===== src/hw/agen_pkg.sv =====
// Package with constants for the operand address generator
package agen_pkg;
  // ****************************************
  // Register map
  // ****************************************
  localparam logic [2:0]  ADDR_CIRC_CTRL = 3'h0;
  localparam logic [2:0]  ADDR_X_START   = 3'h1;
  localparam logic [2:0]  ADDR_X_END     = 3'h2;
  localparam logic [2:0]  ADDR_Y_START   = 3'h3;
  localparam logic [2:0]  ADDR_Y_END     = 3'h4;
  localparam logic [2:0]  ADDR_STATUS    = 3'h5;
  localparam logic [15:0] CTRL_RESET     = 16'h00FF;
  localparam logic [15:0] BOUND_RESET    = 16'h0000;
  // ****************************************
  // Field positions
  // ****************************************
  localparam int X_SEL_LSB  = 0;
  localparam int Y_SEL_LSB  = 4;
  localparam int X_EN_BIT   = 15;
  localparam int Y_EN_BIT   = 14;
  localparam logic [3:0] SEL_OFF = 4'hF;
  // ****************************************
  // Widths and limits
  // ****************************************
  localparam int FILE_AW  = 13;
  localparam int LIT5_W   = 5;
  localparam int LIT10_W  = 10;
  localparam int LIT14_W  = 14;
  localparam int NREGS    = 16;
  localparam logic [3:0] DSP_X0 = 4'h8;
  localparam logic [3:0] DSP_X1 = 4'h9;
  localparam logic [3:0] DSP_Y0 = 4'hA;
  localparam logic [3:0] DSP_Y1 = 4'hB;
  localparam logic [15:0] MAX_LEN_BYTES = 16'hFFFF;
  // ****************************************
  // Addressing modes
  // ****************************************
  typedef enum logic [3:0] {
    M_FILE, M_REG, M_IND, M_POST, M_PRE, M_INDEX, M_LITOFF,
    M_LIT5, M_LIT10, M_BRANCH, M_HOLD, M_DSP
  } mode_e;
endpackage


===== src/hw/circ_wrap.sv =====
// Circular buffer boundary check and wrap for one data space
`timescale 1ns/1ps
module circ_wrap (
  input  wire logic        active,
  input  wire logic        word_only,
  input  wire logic [15:0] start_addr,
  input  wire logic [15:0] end_addr,
  input  wire logic [15:0] base,
  input  wire logic [15:0] raw,
  output logic      [15:0] result,
  output logic             wrapped
);
  logic [16:0] len;
  logic        up;
  logic        over;
  logic        under;
  logic [15:0] fixed;
  logic [15:0] raw_w;
  // Length counts the end byte pair, so end is inclusive
  assign len   = {1'b0, end_addr} - {1'b0, start_addr} + 17'h0_0002;
  assign raw_w = word_only ? {raw[15:1], 1'b0} : raw;
  assign up    = (raw_w >= base);
  // Checks both bounds so power-of-two buffers run either way
  assign over  = up && (raw_w > end_addr);    // RULE_16 RULE_21
  assign under = !up && (raw_w < start_addr); // RULE_16 RULE_21
  // Overshoot is kept: wrap by length preserves position
  assign fixed = over ? raw_w - len[15:0] : raw_w + len[15:0]; // RULE_23
  assign wrapped = active && (over || under);
  assign result  = wrapped ? fixed : raw_w;
endmodule


===== src/hw/operand_address_generation.sv =====
// Effective-address generation with X and Y circular buffers
//
// Implementation choices: strobed register access and the register addresses.
`timescale 1ns/1ps
// Summary of operation
// RULE_01 - File address: 13 bits, lowest 8192 bytes
// RULE_02 - Implied register is W0, result there or file
// RULE_03 - First source register direct; second reg/mem/lit5
// RULE_04 - Indirect uses pointer unmodified
// RULE_05 - Post-modify: use pointer then adjust
// RULE_06 - Pre-modify: add signed constant, use result
// RULE_07 - Indexed: pointer plus offset register
// RULE_08 - Literal offset: pointer plus literal
// RULE_09 - Moves share one 4-bit offset field
// RULE_10 - MCU literals are 5 or 10 bits
// RULE_11 - DSP uses W8-W11; 8/9 X, 10/11 Y
// RULE_12 - DSP indexed only on W9 and W11
// RULE_13 - DSP: indirect, indexed, post-modify 2/4/6
// RULE_14 - Branch 16-bit signed; hold 14-bit unsigned
// RULE_15 - One circular buffer per X and Y
// RULE_16 - Power-of-two buffers checked both bounds
// RULE_17 - 16-bit start/end; length up to 32K words
// RULE_18 - Y circular addresses are word aligned
// RULE_19 - X circular needs select not 15 and enable
// RULE_20 - Y circular needs select not 15 and enable
// RULE_21 - Check at or past bound, overshoot corrected
// RULE_22 - Write back only on pre/post modify
// RULE_23 - Wrap by length keeping overshoot
module operand_address_generation (
  input  wire logic        mclk,
  input  wire logic        rst,
  input  wire logic        ce,
  input  wire logic [2:0]  reg_addr,
  input  wire logic [15:0] reg_wdata,
  input  wire logic        reg_wr,
  input  wire logic        reg_rd,
  output logic      [15:0] reg_rdata,
  input  wire logic        op_valid,
  input  wire logic [3:0]  op_mode,
  input  wire logic [3:0]  pointer_reg,
  input  wire logic [3:0]  base_operand_reg,
  input  wire logic [15:0] op_literal,
  input  wire logic        op_dec,
  input  wire logic [2:0]  op_step,
  input  wire logic        op_use_w0,
  input  wire logic [3:0]  wr_sel,
  input  wire logic [15:0] wr_data,
  input  wire logic        wr_en,
  output logic      [15:0] effective_addr,
  output logic      [15:0] operand_value,
  output logic             addr_is_mem,
  output logic             addr_y_space,
  output logic             op_error,
  output logic             addr_valid
);
  // ****************************************
  // Register file and circular control
  // ****************************************
  logic [15:0] default_working_reg_r [agen_pkg::NREGS];
  logic [15:0] ctrl_r;
  logic [15:0] xs_r;
  logic [15:0] xe_r;
  logic [15:0] ys_r;
  logic [15:0] ye_r;
  logic [15:0] wrap_cnt_r;

  wire  [3:0]  x_pointer_select  = ctrl_r[agen_pkg::X_SEL_LSB +: 4];
  wire  [3:0]  y_pointer_select  = ctrl_r[agen_pkg::Y_SEL_LSB +: 4];
  wire         x_circular_enable = ctrl_r[agen_pkg::X_EN_BIT];
  wire         y_circular_enable = ctrl_r[agen_pkg::Y_EN_BIT];

  function automatic logic sel_on(input logic [3:0] sel, input logic en);
    sel_on = en && (sel != agen_pkg::SEL_OFF);
  endfunction

  // ****************************************
  // Operand decode
  // ****************************************
  wire  [3:0]  ptr_idx   = op_use_w0 ? 4'h0 : pointer_reg;       // RULE_02
  wire  [15:0] ptr_val   = default_working_reg_r[ptr_idx];
  wire  [15:0] offs_val  = default_working_reg_r[base_operand_reg];             // RULE_09
  wire  [15:0] step_mag  = {12'h000, op_step, 1'b0};
  wire  [15:0] step_sgn  = op_dec ? (16'h0000 - step_mag) : step_mag;
  wire         m_post    = (op_mode == agen_pkg::M_POST);
  wire         m_pre     = (op_mode == agen_pkg::M_PRE);
  wire         m_dsp     = (op_mode == agen_pkg::M_DSP);
  wire         dsp_reg   = (pointer_reg >= agen_pkg::DSP_X0) &&
                           (pointer_reg <= agen_pkg::DSP_Y1);
  wire         dsp_y     = (pointer_reg == agen_pkg::DSP_Y0) ||
                           (pointer_reg == agen_pkg::DSP_Y1);   // RULE_11
  wire         dsp_idx   = op_use_w0;
  wire         dsp_idx_ok = (pointer_reg == agen_pkg::DSP_X1) ||
                            (pointer_reg == agen_pkg::DSP_Y1);  // RULE_12
  wire         dsp_step_ok = (op_step == 3'h0) || (op_step == 3'h1) ||
                             (op_step == 3'h2) || (op_step == 3'h3); // RULE_13
  wire         dsp_bad   = m_dsp && (!dsp_reg || (dsp_idx && !dsp_idx_ok) ||
                           (!dsp_idx && !dsp_step_ok));
  wire  [15:0] dsp_base  = default_working_reg_r[pointer_reg];
  wire  [15:0] dsp_raw   = dsp_idx ? dsp_base + offs_val : dsp_base; // RULE_12

  logic [15:0] raw_ea;
  logic [15:0] wb_val;
  logic        is_mem;
  always_comb begin
    raw_ea = 16'h0000;
    wb_val = ptr_val;
    is_mem = 1'b1;
    case (op_mode)
      agen_pkg::M_FILE:   raw_ea = {3'b000, op_literal[agen_pkg::FILE_AW-1:0]}; // RULE_01
      agen_pkg::M_REG: begin
        raw_ea = ptr_val;                                        // RULE_03
        is_mem = 1'b0;
      end
      agen_pkg::M_IND:    raw_ea = ptr_val;                      // RULE_04
      agen_pkg::M_POST: begin
        raw_ea = ptr_val;                                        // RULE_05
        wb_val = ptr_val + step_sgn;
      end
      agen_pkg::M_PRE: begin
        raw_ea = ptr_val + step_sgn;                             // RULE_06
        wb_val = raw_ea;
      end
      agen_pkg::M_INDEX:  raw_ea = ptr_val + offs_val;           // RULE_07
      agen_pkg::M_LITOFF: raw_ea = ptr_val + op_literal;         // RULE_08
      agen_pkg::M_LIT5: begin
        raw_ea = {11'h000, op_literal[agen_pkg::LIT5_W-1:0]};    // RULE_03 RULE_10
        is_mem = 1'b0;
      end
      agen_pkg::M_LIT10: begin
        raw_ea = {6'h00, op_literal[agen_pkg::LIT10_W-1:0]};     // RULE_10
        is_mem = 1'b0;
      end
      agen_pkg::M_BRANCH: begin
        raw_ea = op_literal;                                     // RULE_14
        is_mem = 1'b0;
      end
      agen_pkg::M_HOLD: begin
        raw_ea = {2'b00, op_literal[agen_pkg::LIT14_W-1:0]};     // RULE_14
        is_mem = 1'b0;
      end
      agen_pkg::M_DSP: begin
        raw_ea = dsp_raw;                                        // RULE_13
        wb_val = dsp_idx ? dsp_base : dsp_base + step_sgn;
      end
      default: begin
        raw_ea = 16'h0000;
        is_mem = 1'b0;
      end
    endcase
  end

  // ****************************************
  // Circular correction, one per space
  // ****************************************
  wire [3:0] circ_idx = m_dsp ? pointer_reg : ptr_idx;
  wire       circ_mode = is_mem && (op_mode != agen_pkg::M_FILE);
  wire       x_act = circ_mode && !(m_dsp && dsp_y) &&
                     sel_on(x_pointer_select, x_circular_enable) &&
                     (circ_idx == x_pointer_select);             // RULE_15 RULE_19
  wire       y_act = circ_mode && m_dsp && dsp_y &&
                     sel_on(y_pointer_select, y_circular_enable) &&
                     (circ_idx == y_pointer_select);             // RULE_15 RULE_20
  wire       post_like = m_post || (m_dsp && !dsp_idx);
  wire [15:0] ea_base = post_like ? ptr_val : (m_dsp ? dsp_base : ptr_val);
  wire [15:0] mod_raw = post_like ? wb_val : raw_ea;
  wire [15:0] x_res;
  wire [15:0] y_res;
  wire        x_wrap;
  wire        y_wrap;

  circ_wrap u_xwrap (
    .active     (x_act),
    .word_only  (1'b0),
    .start_addr (xs_r),
    .end_addr   (xe_r),
    .base       (ea_base),
    .raw        (mod_raw),
    .result     (x_res),
    .wrapped    (x_wrap)
  );
  circ_wrap u_ywrap (
    .active     (y_act),
    .word_only  (1'b1),                                          // RULE_18
    .start_addr (ys_r),
    .end_addr   (ye_r),
    .base       (dsp_base),
    .raw        (mod_raw),
    .result     (y_res),
    .wrapped    (y_wrap)
  );

  wire [15:0] mod_res  = y_act ? y_res : x_res;
  wire        any_act  = x_act || y_act;
  wire        any_wrap = x_wrap || y_wrap;
  wire [15:0] ea_nxt   = (any_act && !post_like) ? mod_res :
                         (m_dsp ? dsp_raw : raw_ea);             // RULE_22
  // Pre-modify keeps the corrected pointer too, else the next access starts outside
  wire [15:0] wb_nxt   = (any_act && (post_like || m_pre)) ? mod_res : wb_val; // RULE_22
  wire        do_wb    = op_valid && !dsp_bad && (m_post || m_pre ||
                         (m_dsp && !dsp_idx));                   // RULE_22
  wire [3:0]  wb_idx   = m_dsp ? pointer_reg : ptr_idx;
  wire [15:0] val_nxt  = (op_mode == agen_pkg::M_REG) ? ptr_val : raw_ea;
  wire        ea_ok    = !dsp_bad;

  // ****************************************
  // Register bus decode
  // ****************************************
  wire wr_ctrl = reg_wr && (reg_addr == agen_pkg::ADDR_CIRC_CTRL);
  wire wr_xs   = reg_wr && (reg_addr == agen_pkg::ADDR_X_START);  // RULE_17
  wire wr_xe   = reg_wr && (reg_addr == agen_pkg::ADDR_X_END);
  wire wr_ys   = reg_wr && (reg_addr == agen_pkg::ADDR_Y_START);
  wire wr_ye   = reg_wr && (reg_addr == agen_pkg::ADDR_Y_END);
  logic [15:0] rd_mux;
  always_comb begin
    case (reg_addr)
      agen_pkg::ADDR_CIRC_CTRL: rd_mux = ctrl_r;
      agen_pkg::ADDR_X_START:   rd_mux = xs_r;
      agen_pkg::ADDR_X_END:     rd_mux = xe_r;
      agen_pkg::ADDR_Y_START:   rd_mux = ys_r;
      agen_pkg::ADDR_Y_END:     rd_mux = ye_r;
      agen_pkg::ADDR_STATUS:    rd_mux = wrap_cnt_r;
      default:                  rd_mux = 16'h0000;
    endcase
  end

  // ****************************************
  // State
  // ****************************************
  always_ff @(posedge mclk) begin
    if (rst) begin
      ctrl_r     <= agen_pkg::CTRL_RESET;
      xs_r       <= agen_pkg::BOUND_RESET;
      xe_r       <= agen_pkg::BOUND_RESET;
      ys_r       <= agen_pkg::BOUND_RESET;
      ye_r       <= agen_pkg::BOUND_RESET;
      reg_rdata  <= 16'h0000;
      wrap_cnt_r <= 16'h0000;
    end else if (ce) begin
      if (wr_ctrl) ctrl_r <= reg_wdata;
      if (wr_xs) xs_r <= reg_wdata;
      if (wr_xe) xe_r <= reg_wdata;
      if (wr_ys) ys_r <= {reg_wdata[15:1], 1'b0};               // RULE_18
      if (wr_ye) ye_r <= {reg_wdata[15:1], 1'b0};
      reg_rdata <= reg_rd ? rd_mux : 16'h0000;
      if (op_valid && !dsp_bad && any_wrap) wrap_cnt_r <= wrap_cnt_r + 16'h0001;
    end
  end

  // Decoder writes lose to address write-back on the same register
  for (genvar i = 0; i < agen_pkg::NREGS; i++) begin : g_default_working_reg
    always_ff @(posedge mclk) begin
      if (rst) begin
        default_working_reg_r[i] <= 16'h0000;
      end else if (ce) begin
        if (do_wb && (wb_idx == 4'(i))) default_working_reg_r[i] <= wb_nxt;     // RULE_05 RULE_06
        else if (wr_en && (wr_sel == 4'(i))) default_working_reg_r[i] <= wr_data;
      end
    end
  end

  always_ff @(posedge mclk) begin
    if (rst) begin
      effective_addr <= 16'h0000;
      operand_value  <= 16'h0000;
      addr_is_mem    <= 1'b0;
      addr_y_space   <= 1'b0;
      op_error       <= 1'b0;
      addr_valid     <= 1'b0;
    end else if (ce) begin
      effective_addr <= ea_nxt;
      operand_value  <= val_nxt;
      addr_is_mem    <= op_valid && is_mem && ea_ok;
      addr_y_space   <= op_valid && m_dsp && dsp_y;              // RULE_11
      op_error       <= op_valid && dsp_bad;
      addr_valid     <= op_valid && ea_ok;
    end
  end

  // ****************************************
  // Checks
  // ****************************************
  AST_FILE_RANGE: assert property (@(posedge mclk) disable iff (rst) // RULE_01
    (ce && op_valid && op_mode == agen_pkg::M_FILE) |=> effective_addr[15:13] == 3'b000)
    else $error("File address beyond near space");
  AST_POST_USE: assert property (@(posedge mclk) disable iff (rst) // RULE_05
    (ce && op_valid && m_post && !any_act && !wr_en) |=>
    effective_addr == $past(ptr_val))
    else $error("Post-modify did not use old pointer");
  AST_PRE_USE: assert property (@(posedge mclk) disable iff (rst) // RULE_06
    (ce && op_valid && m_pre && !any_act) |=>
    effective_addr == $past(ptr_val) + $past(step_sgn))
    else $error("Pre-modify address wrong");
  AST_INDEX: assert property (@(posedge mclk) disable iff (rst) // RULE_07
    (ce && op_valid && op_mode == agen_pkg::M_INDEX && !any_act) |=>
    effective_addr == $past(ptr_val) + $past(offs_val))
    else $error("Indexed address wrong");
  AST_DSP_IDX: assert property (@(posedge mclk) disable iff (rst) // RULE_12
    (ce && op_valid && m_dsp && dsp_idx && !dsp_idx_ok) |=> op_error)
    else $error("DSP index on wrong register not flagged");
  AST_DSP_Y: assert property (@(posedge mclk) disable iff (rst) // RULE_11
    (ce && op_valid && m_dsp && pointer_reg == agen_pkg::DSP_X0) |=> !addr_y_space)
    else $error("W8 routed to Y space");
  AST_X_OFF: assert property (@(posedge mclk) disable iff (rst) // RULE_19
    (x_pointer_select == agen_pkg::SEL_OFF || !x_circular_enable) |-> !x_act)
    else $error("X circular active while disabled");
  AST_Y_OFF: assert property (@(posedge mclk) disable iff (rst) // RULE_20
    (y_pointer_select == agen_pkg::SEL_OFF || !y_circular_enable) |-> !y_act)
    else $error("Y circular active while disabled");
  AST_Y_ALIGN: assert property (@(posedge mclk) disable iff (rst) // RULE_18
    (ce && op_valid && y_act && !post_like) |=> !effective_addr[0])
    else $error("Y circular address odd");
  AST_NO_WB: assert property (@(posedge mclk) disable iff (rst) // RULE_22
    (ce && op_valid && op_mode == agen_pkg::M_LITOFF && !wr_en) |=>
    default_working_reg_r[$past(ptr_idx)] == $past(ptr_val))
    else $error("Offset mode changed pointer");
  AST_PRE_WB: assert property (@(posedge mclk) disable iff (rst) // RULE_22
    (ce && op_valid && m_pre) |=> default_working_reg_r[$past(ptr_idx)] == effective_addr)
    else $error("Pre-modify pointer differs from address used");
  AST_Y_WB_ALIGN: assert property (@(posedge mclk) disable iff (rst) // RULE_18
    (ce && op_valid && y_act && post_like && !dsp_bad) |=>
    !default_working_reg_r[$past(pointer_reg)][0])
    else $error("Y circular pointer left odd");
  AST_DSP_STEP: assert property (@(posedge mclk) disable iff (rst) // RULE_13
    (ce && op_valid && m_dsp && !op_use_w0 && op_step > 3'h3) |=> op_error)
    else $error("DSP step above six bytes not flagged");
  AST_ERR_NO_WB: assert property (@(posedge mclk) disable iff (rst) // RULE_11
    (ce && op_valid && dsp_bad && !wr_en) |=>
    default_working_reg_r[$past(pointer_reg)] == $past(dsp_base))
    else $error("Refused DSP request moved its pointer");
  AST_LIT5: assert property (@(posedge mclk) disable iff (rst) // RULE_10
    (ce && op_valid && op_mode == agen_pkg::M_LIT5) |=> operand_value[15:5] == 11'h000)
    else $error("Short literal wider than five bits");
  AST_LIT10: assert property (@(posedge mclk) disable iff (rst) // RULE_10
    (ce && op_valid && op_mode == agen_pkg::M_LIT10) |=> operand_value[15:10] == 6'h00)
    else $error("Long literal wider than ten bits");
  AST_HOLD_LIT: assert property (@(posedge mclk) disable iff (rst) // RULE_14
    (ce && op_valid && op_mode == agen_pkg::M_HOLD) |=> operand_value[15:14] == 2'b00)
    else $error("Hold literal wider than fourteen bits");
  AST_BRANCH_LIT: assert property (@(posedge mclk) disable iff (rst) // RULE_14
    (ce && op_valid && op_mode == agen_pkg::M_BRANCH) |=> operand_value == $past(op_literal))
    else $error("Branch literal not passed whole");
  // Clock enable low must freeze results, not only stop new requests
  AST_CE_HOLD: assert property (@(posedge mclk) disable iff (rst)
    (!ce) |=> $stable(effective_addr) && $stable(addr_valid))
    else $error("Outputs moved while clock enable low");
endmodule


===== config.mk =====
export PLATFORM = sky130hd
export DESIGN_NAME = operand_address_generation
export DESIGN_NICKNAME = d
export VERILOG_FILES = /design/src/hw/agen_pkg.sv /design/src/hw/circ_wrap.sv /design/src/hw/operand_address_generation.sv
export SDC_FILE = /design/constraint.sdc
export NUM_CORES = 2
export LEC_CHECK = 0
export BUFFER_PORTS_ARGS = -buffer_cell sky130_fd_sc_hd__buf_2
export CELL_PAD_IN_SITES_DETAIL_PLACEMENT = 1
export CELL_PAD_IN_SITES_GLOBAL_PLACEMENT = 1
export CORE_ASPECT_RATIO = 0.6
export CORE_MARGIN = 2
export CORE_UTILIZATION = 50
export CTS_CLUSTER_DIAMETER = 80
export CTS_CLUSTER_SIZE = 25
export DETAILED_ROUTE_END_ITERATION = 8
export MAX_ROUTING_LAYER = met4
export PLACE_DENSITY = 0.87
export SETUP_SLACK_MARGIN = 0.3
export SLEW_MARGIN = 15
export SYNTH_ARGS = -nofsm -noshare
export SYNTH_HDL_FRONTEND = slang
export SYNTH_SLANG_ARGS = --single-unit

===== constraint.sdc =====
create_clock -name mclk -period 22.5 [get_ports mclk]
set_input_delay 1.125 -clock mclk [delete_from_list [all_inputs] [get_ports mclk]]
set_output_delay 1.125 -clock mclk [all_outputs]
set_load 0.01 [all_outputs]

==> flow_metrics.tcl <==
set metrics [dict create \
    cts_resized 0 \
    cp.arrival_ns 13.88 \
    net-switching-power_mw 1.10 \
    cts_tree "done" \
    grt_overflow 0 \
    dp_cells 4717 \
    criticalPathCategory "input pin to register" \
    die_w_microns 343 \
    power_density_mw_per_mm2 67.3 \
    path_clk_slew_ns 0.11 \
    nets 4166 \
    p_leak_nw 14.2 \
    syn_inst 3834 \
    synth_ff_type "edfxtp_1" \
    worst_hold_path_type "register to register" \
    finish.utilization_pct 54.2 \
    synth.net_count 4171 \
    antenna_found_initial 7 \
    ff2ff_path_depth 39 \
    dr.pass1.iters 6 \
    drt-initial-drc-count 6628 \
    gp_congestion 1.10 \
    syn_area_per_cell_sq_um 9.00 \
    sw_frac_of_total_pct 44.1 \
    synth_seq_area_share_pct 30.8 \
    dpl_cell_area_sq_mm 0.0362 \
    synth-seq-cells 402 \
    portBuffers 130 \
    max_slew_margin_pct 5.15 \
    grt_pass1_wl_mm 255 \
    grt_pass1_vias 34000 \
    finalHoldViolCount 0 \
    n_fill_cell 7857 \
    wl_per_cell_microns 38.4 \
    worst_pin_slew_ns 1.40 \
    critPathRequiredTime_ns 22.79 \
    slew_violations 0 \
    vias 36100 \
    clock.fmax_ghz 0.0736 \
    peakVddDrop_mv 0.0602 \
    grt_setup_unrepaired "no" \
    synth-edff-count 256 \
    mostFrequentLayoutCells "nand2_1 (560), a21oi_1 (277), edfxtp_1 (256)" \
    netlist_area_sq_mm 0.0345 \
    period_minus_slack_ns 13.59 \
    cts_hold_buf 0 \
    clk_latency_ns 0.67 \
    grt_max_degree 88 \
    drc_errors 0 \
    cp-endpoint "default_working_reg_r[4][14]$_DFFE_PP_" \
    internal-power_mw 1.39 \
    via_per_inst 7.59 \
    crit_path_frequent_cell "a21oi_1" \
    post_cts_buffers 0 \
    fin_crit_sh_pct 60.4 \
    die_area_sq_mm 0.0712 \
    syn2layout_area_growth_pct 7.08 \
    h-tree-depth 1 \
    r2r-start "default_working_reg_r[0][2]$_DFFE_PP_" \
    layout-drive-gt1-share_pct 14.0 \
    timing.rr.end "default_working_reg_r[4][14]$_DFFE_PP_" \
    cts_buffer_depth 3 \
    yosysWarnings 0 \
    startpoint "pointer_reg[0]" \
    cp-start-kind "input pin" \
    comb_power_share_pct 46.3 \
    ys_types 108 \
    end_kind "register" \
    routed_wl_mm 183 \
    crit_fanout 68 \
    core_area_sq_mm 0.0681 \
    layout_commonest_cell "nand2_1" \
    async_flop_share_pct 0 \
    rrSetupSlack_ns 9.99 \
    rows 74 \
    grt_usage_pct 51.5 \
    cts-root-buf "clkbuf_16" \
    cts_buffers 22 \
    clock_power_share_pct 20.1 \
    clock_skew_ns 0.0876 \
    floorplan.initialDensity_pct 50.6 \
    num_io_pins 131 \
    layoutNonFillerInstCount 4763 \
    critPathSlowestCell "a41oi_1" \
    fp.dieH_microns 207 \
    outcome "finished clean" \
    seq_power_share_pct 33.6 \
    cap_violations 0 \
    antenna_left 0 \
    slowest_delay_ns 1.07 \
    setup_viol 0 \
    dp_hpwl_mm 139 \
    fin_setup_tns_ns 0 \
    clock-sinks 402 \
    fin_area_sq_mm 0.0369 \
]
[final cells by class]
type                            instances  area, sq um  share of cell area (%)
Clock inverter                         11          146                   0.396
Timing Repair Buffer                  256         1610                    4.37
Multi-Input combinational cell       2983        22200                    60.2
Sequential cell                       402        10600                    28.7
Tap cell                              912         1140                    3.09
Clock buffer                           26          566                    1.53
Inverter                              164          616                    1.67
Antenna cell                            9         22.5                  0.0610
[synth_stat cells, types with 14 or more instances]
| library cell | instances | share of area (%) |
|---|---|---|
| o31ai_1 | 25 | 0.54 |
| o21ai_1 | 27 | 0.39 |
| buf_2 | 37 | 0.54 |
| inv_1 | 162 | 1.8 |
| mux4_2 | 129 | 8.4 |
| xor2_1 | 56 | 1.4 |
| a221o_1 | 14 | 0.41 |
| clkbuf_1 | 184 | 2.0 |
| xnor2_1 | 61 | 1.5 |
| nor3_1 | 69 | 1.0 |
| mux2i_1 | 130 | 3.8 |
| buf_1 | 33 | 0.36 |
| a31oi_1 | 19 | 0.34 |
| nand4_1 | 24 | 0.44 |
| a221oi_1 | 38 | 0.96 |
| nor2_1 | 229 | 2.5 |
| nand2b_1 | 25 | 0.45 |
| ha_1 | 250 | 9.1 |
| nand3_1 | 81 | 1.2 |
| and3_1 | 28 | 0.51 |
| a22oi_1 | 35 | 0.76 |
| a211oi_1 | 55 | 1.2 |
| and2_1 | 23 | 0.42 |
| nor4_1 | 22 | 0.40 |
| o21a_1 | 25 | 0.54 |
| buf_4 | 16 | 0.35 |
| o221ai_1 | 25 | 0.63 |
| o21bai_1 | 26 | 0.57 |
| a22o_1 | 116 | 2.9 |
| edfxtp_1 | 256 | 22 |
| nor2b_1 | 36 | 0.65 |
| o211ai_1 | 35 | 0.76 |
| nand2_1 | 560 | 6.1 |
| a21o_1 | 44 | 0.96 |
| mux2_2 | 32 | 1.0 |
| dfxtp_1 | 146 | 8.5 |
| o21ai_0 | 234 | 3.4 |
| a21oi_1 | 278 | 4.0 |
[metrics by stage]
step	power, mW	hold WS [ns]	setup WS [ns]
global route	2.54	0.493	8.32
CTS	2.40	0.469	9.59
floorplan	1.53	0.436	11.44
global placement	1.91	0.443	9.40
detailed placement	1.92	0.455	9.11
finish	2.49	0.469	8.91
[registers in the layout, indices dropped and copies added, names as in the netlist]
signal and cells:
effective_addr 16, reg_rdata 16, xe_r 16, operand_value 16, addr_valid 1, wrap_cnt_r 16, ctrl_r 16, xs_r 16
addr_is_mem 1, default_working_reg_r 256, op_error 1, addr_y_space 1, ys_r 15, ye_r 15
[routing by layer]
| layer | part of all wire [%] | track usage, % |
|---|---|---|
| met4 | 3.5 | 13.0 |
| met3 | 22 | 34.0 |
| met1 | 40 | 72.8 |
| met5 | 0 | - |
| met2 | 34 | 57.3 |
[how the worst min path moves through the flow]
stage | from | to | slack [ns] | cells past startpoint
after global routing | ctrl_r[10]$_SDFFE_PP0P_ | ctrl_r[10]$_SDFFE_PP0P_ | 0.49 | 2
after detailed placement | ctrl_r[9]$_SDFFE_PP0P_ | ctrl_r[9]$_SDFFE_PP0P_ | 0.45 | 2
after global placement | ctrl_r[11]$_SDFFE_PP0P_ | ctrl_r[11]$_SDFFE_PP0P_ | 0.44 | 2
final | ctrl_r[9]$_SDFFE_PP0P_ | ctrl_r[9]$_SDFFE_PP0P_ | 0.47 | 2
after CTS | ctrl_r[9]$_SDFFE_PP0P_ | ctrl_r[9]$_SDFFE_PP0P_ | 0.47 | 2
after floorplan | ctrl_r[10]$_SDFFE_PP0P_ | ctrl_r[10]$_SDFFE_PP0P_ | 0.44 | 2
[worst max-delay path, delay by kind of cell]
kind / cells / cell delay [ns]
mux: 3 / 0.95
compound gates: 25 / 7.64
simple gates: 6 / 1.28
fa+ha+maj: 3 / 1.00
buf+inv: 4 / 1.60
xor+xnor: 1 / 0.16
[kinds of logic after synthesis]
| group | Yosys count | synth area share (%) |
|---|---|---|
| muxes | 293 | 13.3 |
| buffers and inverters | 449 | 5.46 |
| xor gates and xnor gates | 117 | 2.97 |
| DFF | 402 | 30.8 |
| adders and majority gates | 258 | 9.53 |
| AOI/OAI and AO/OA | 1162 | 23.1 |
| and+or+nand+nor | 1153 | 14.9 |
[power by group through the flow]
stage          clock [mW]  sequential [mW]  combinational, mW
2_1_floorplan           0            0.839              0.690
3_3_place_gp            0            0.846               1.06
3_5_place_dp            0            0.848               1.07
4_1_cts             0.487            0.832               1.08
5_1_grt             0.510            0.836               1.20
6_report            0.500            0.835               1.15
Note: power is estimated with default switching activity, not from simulation.
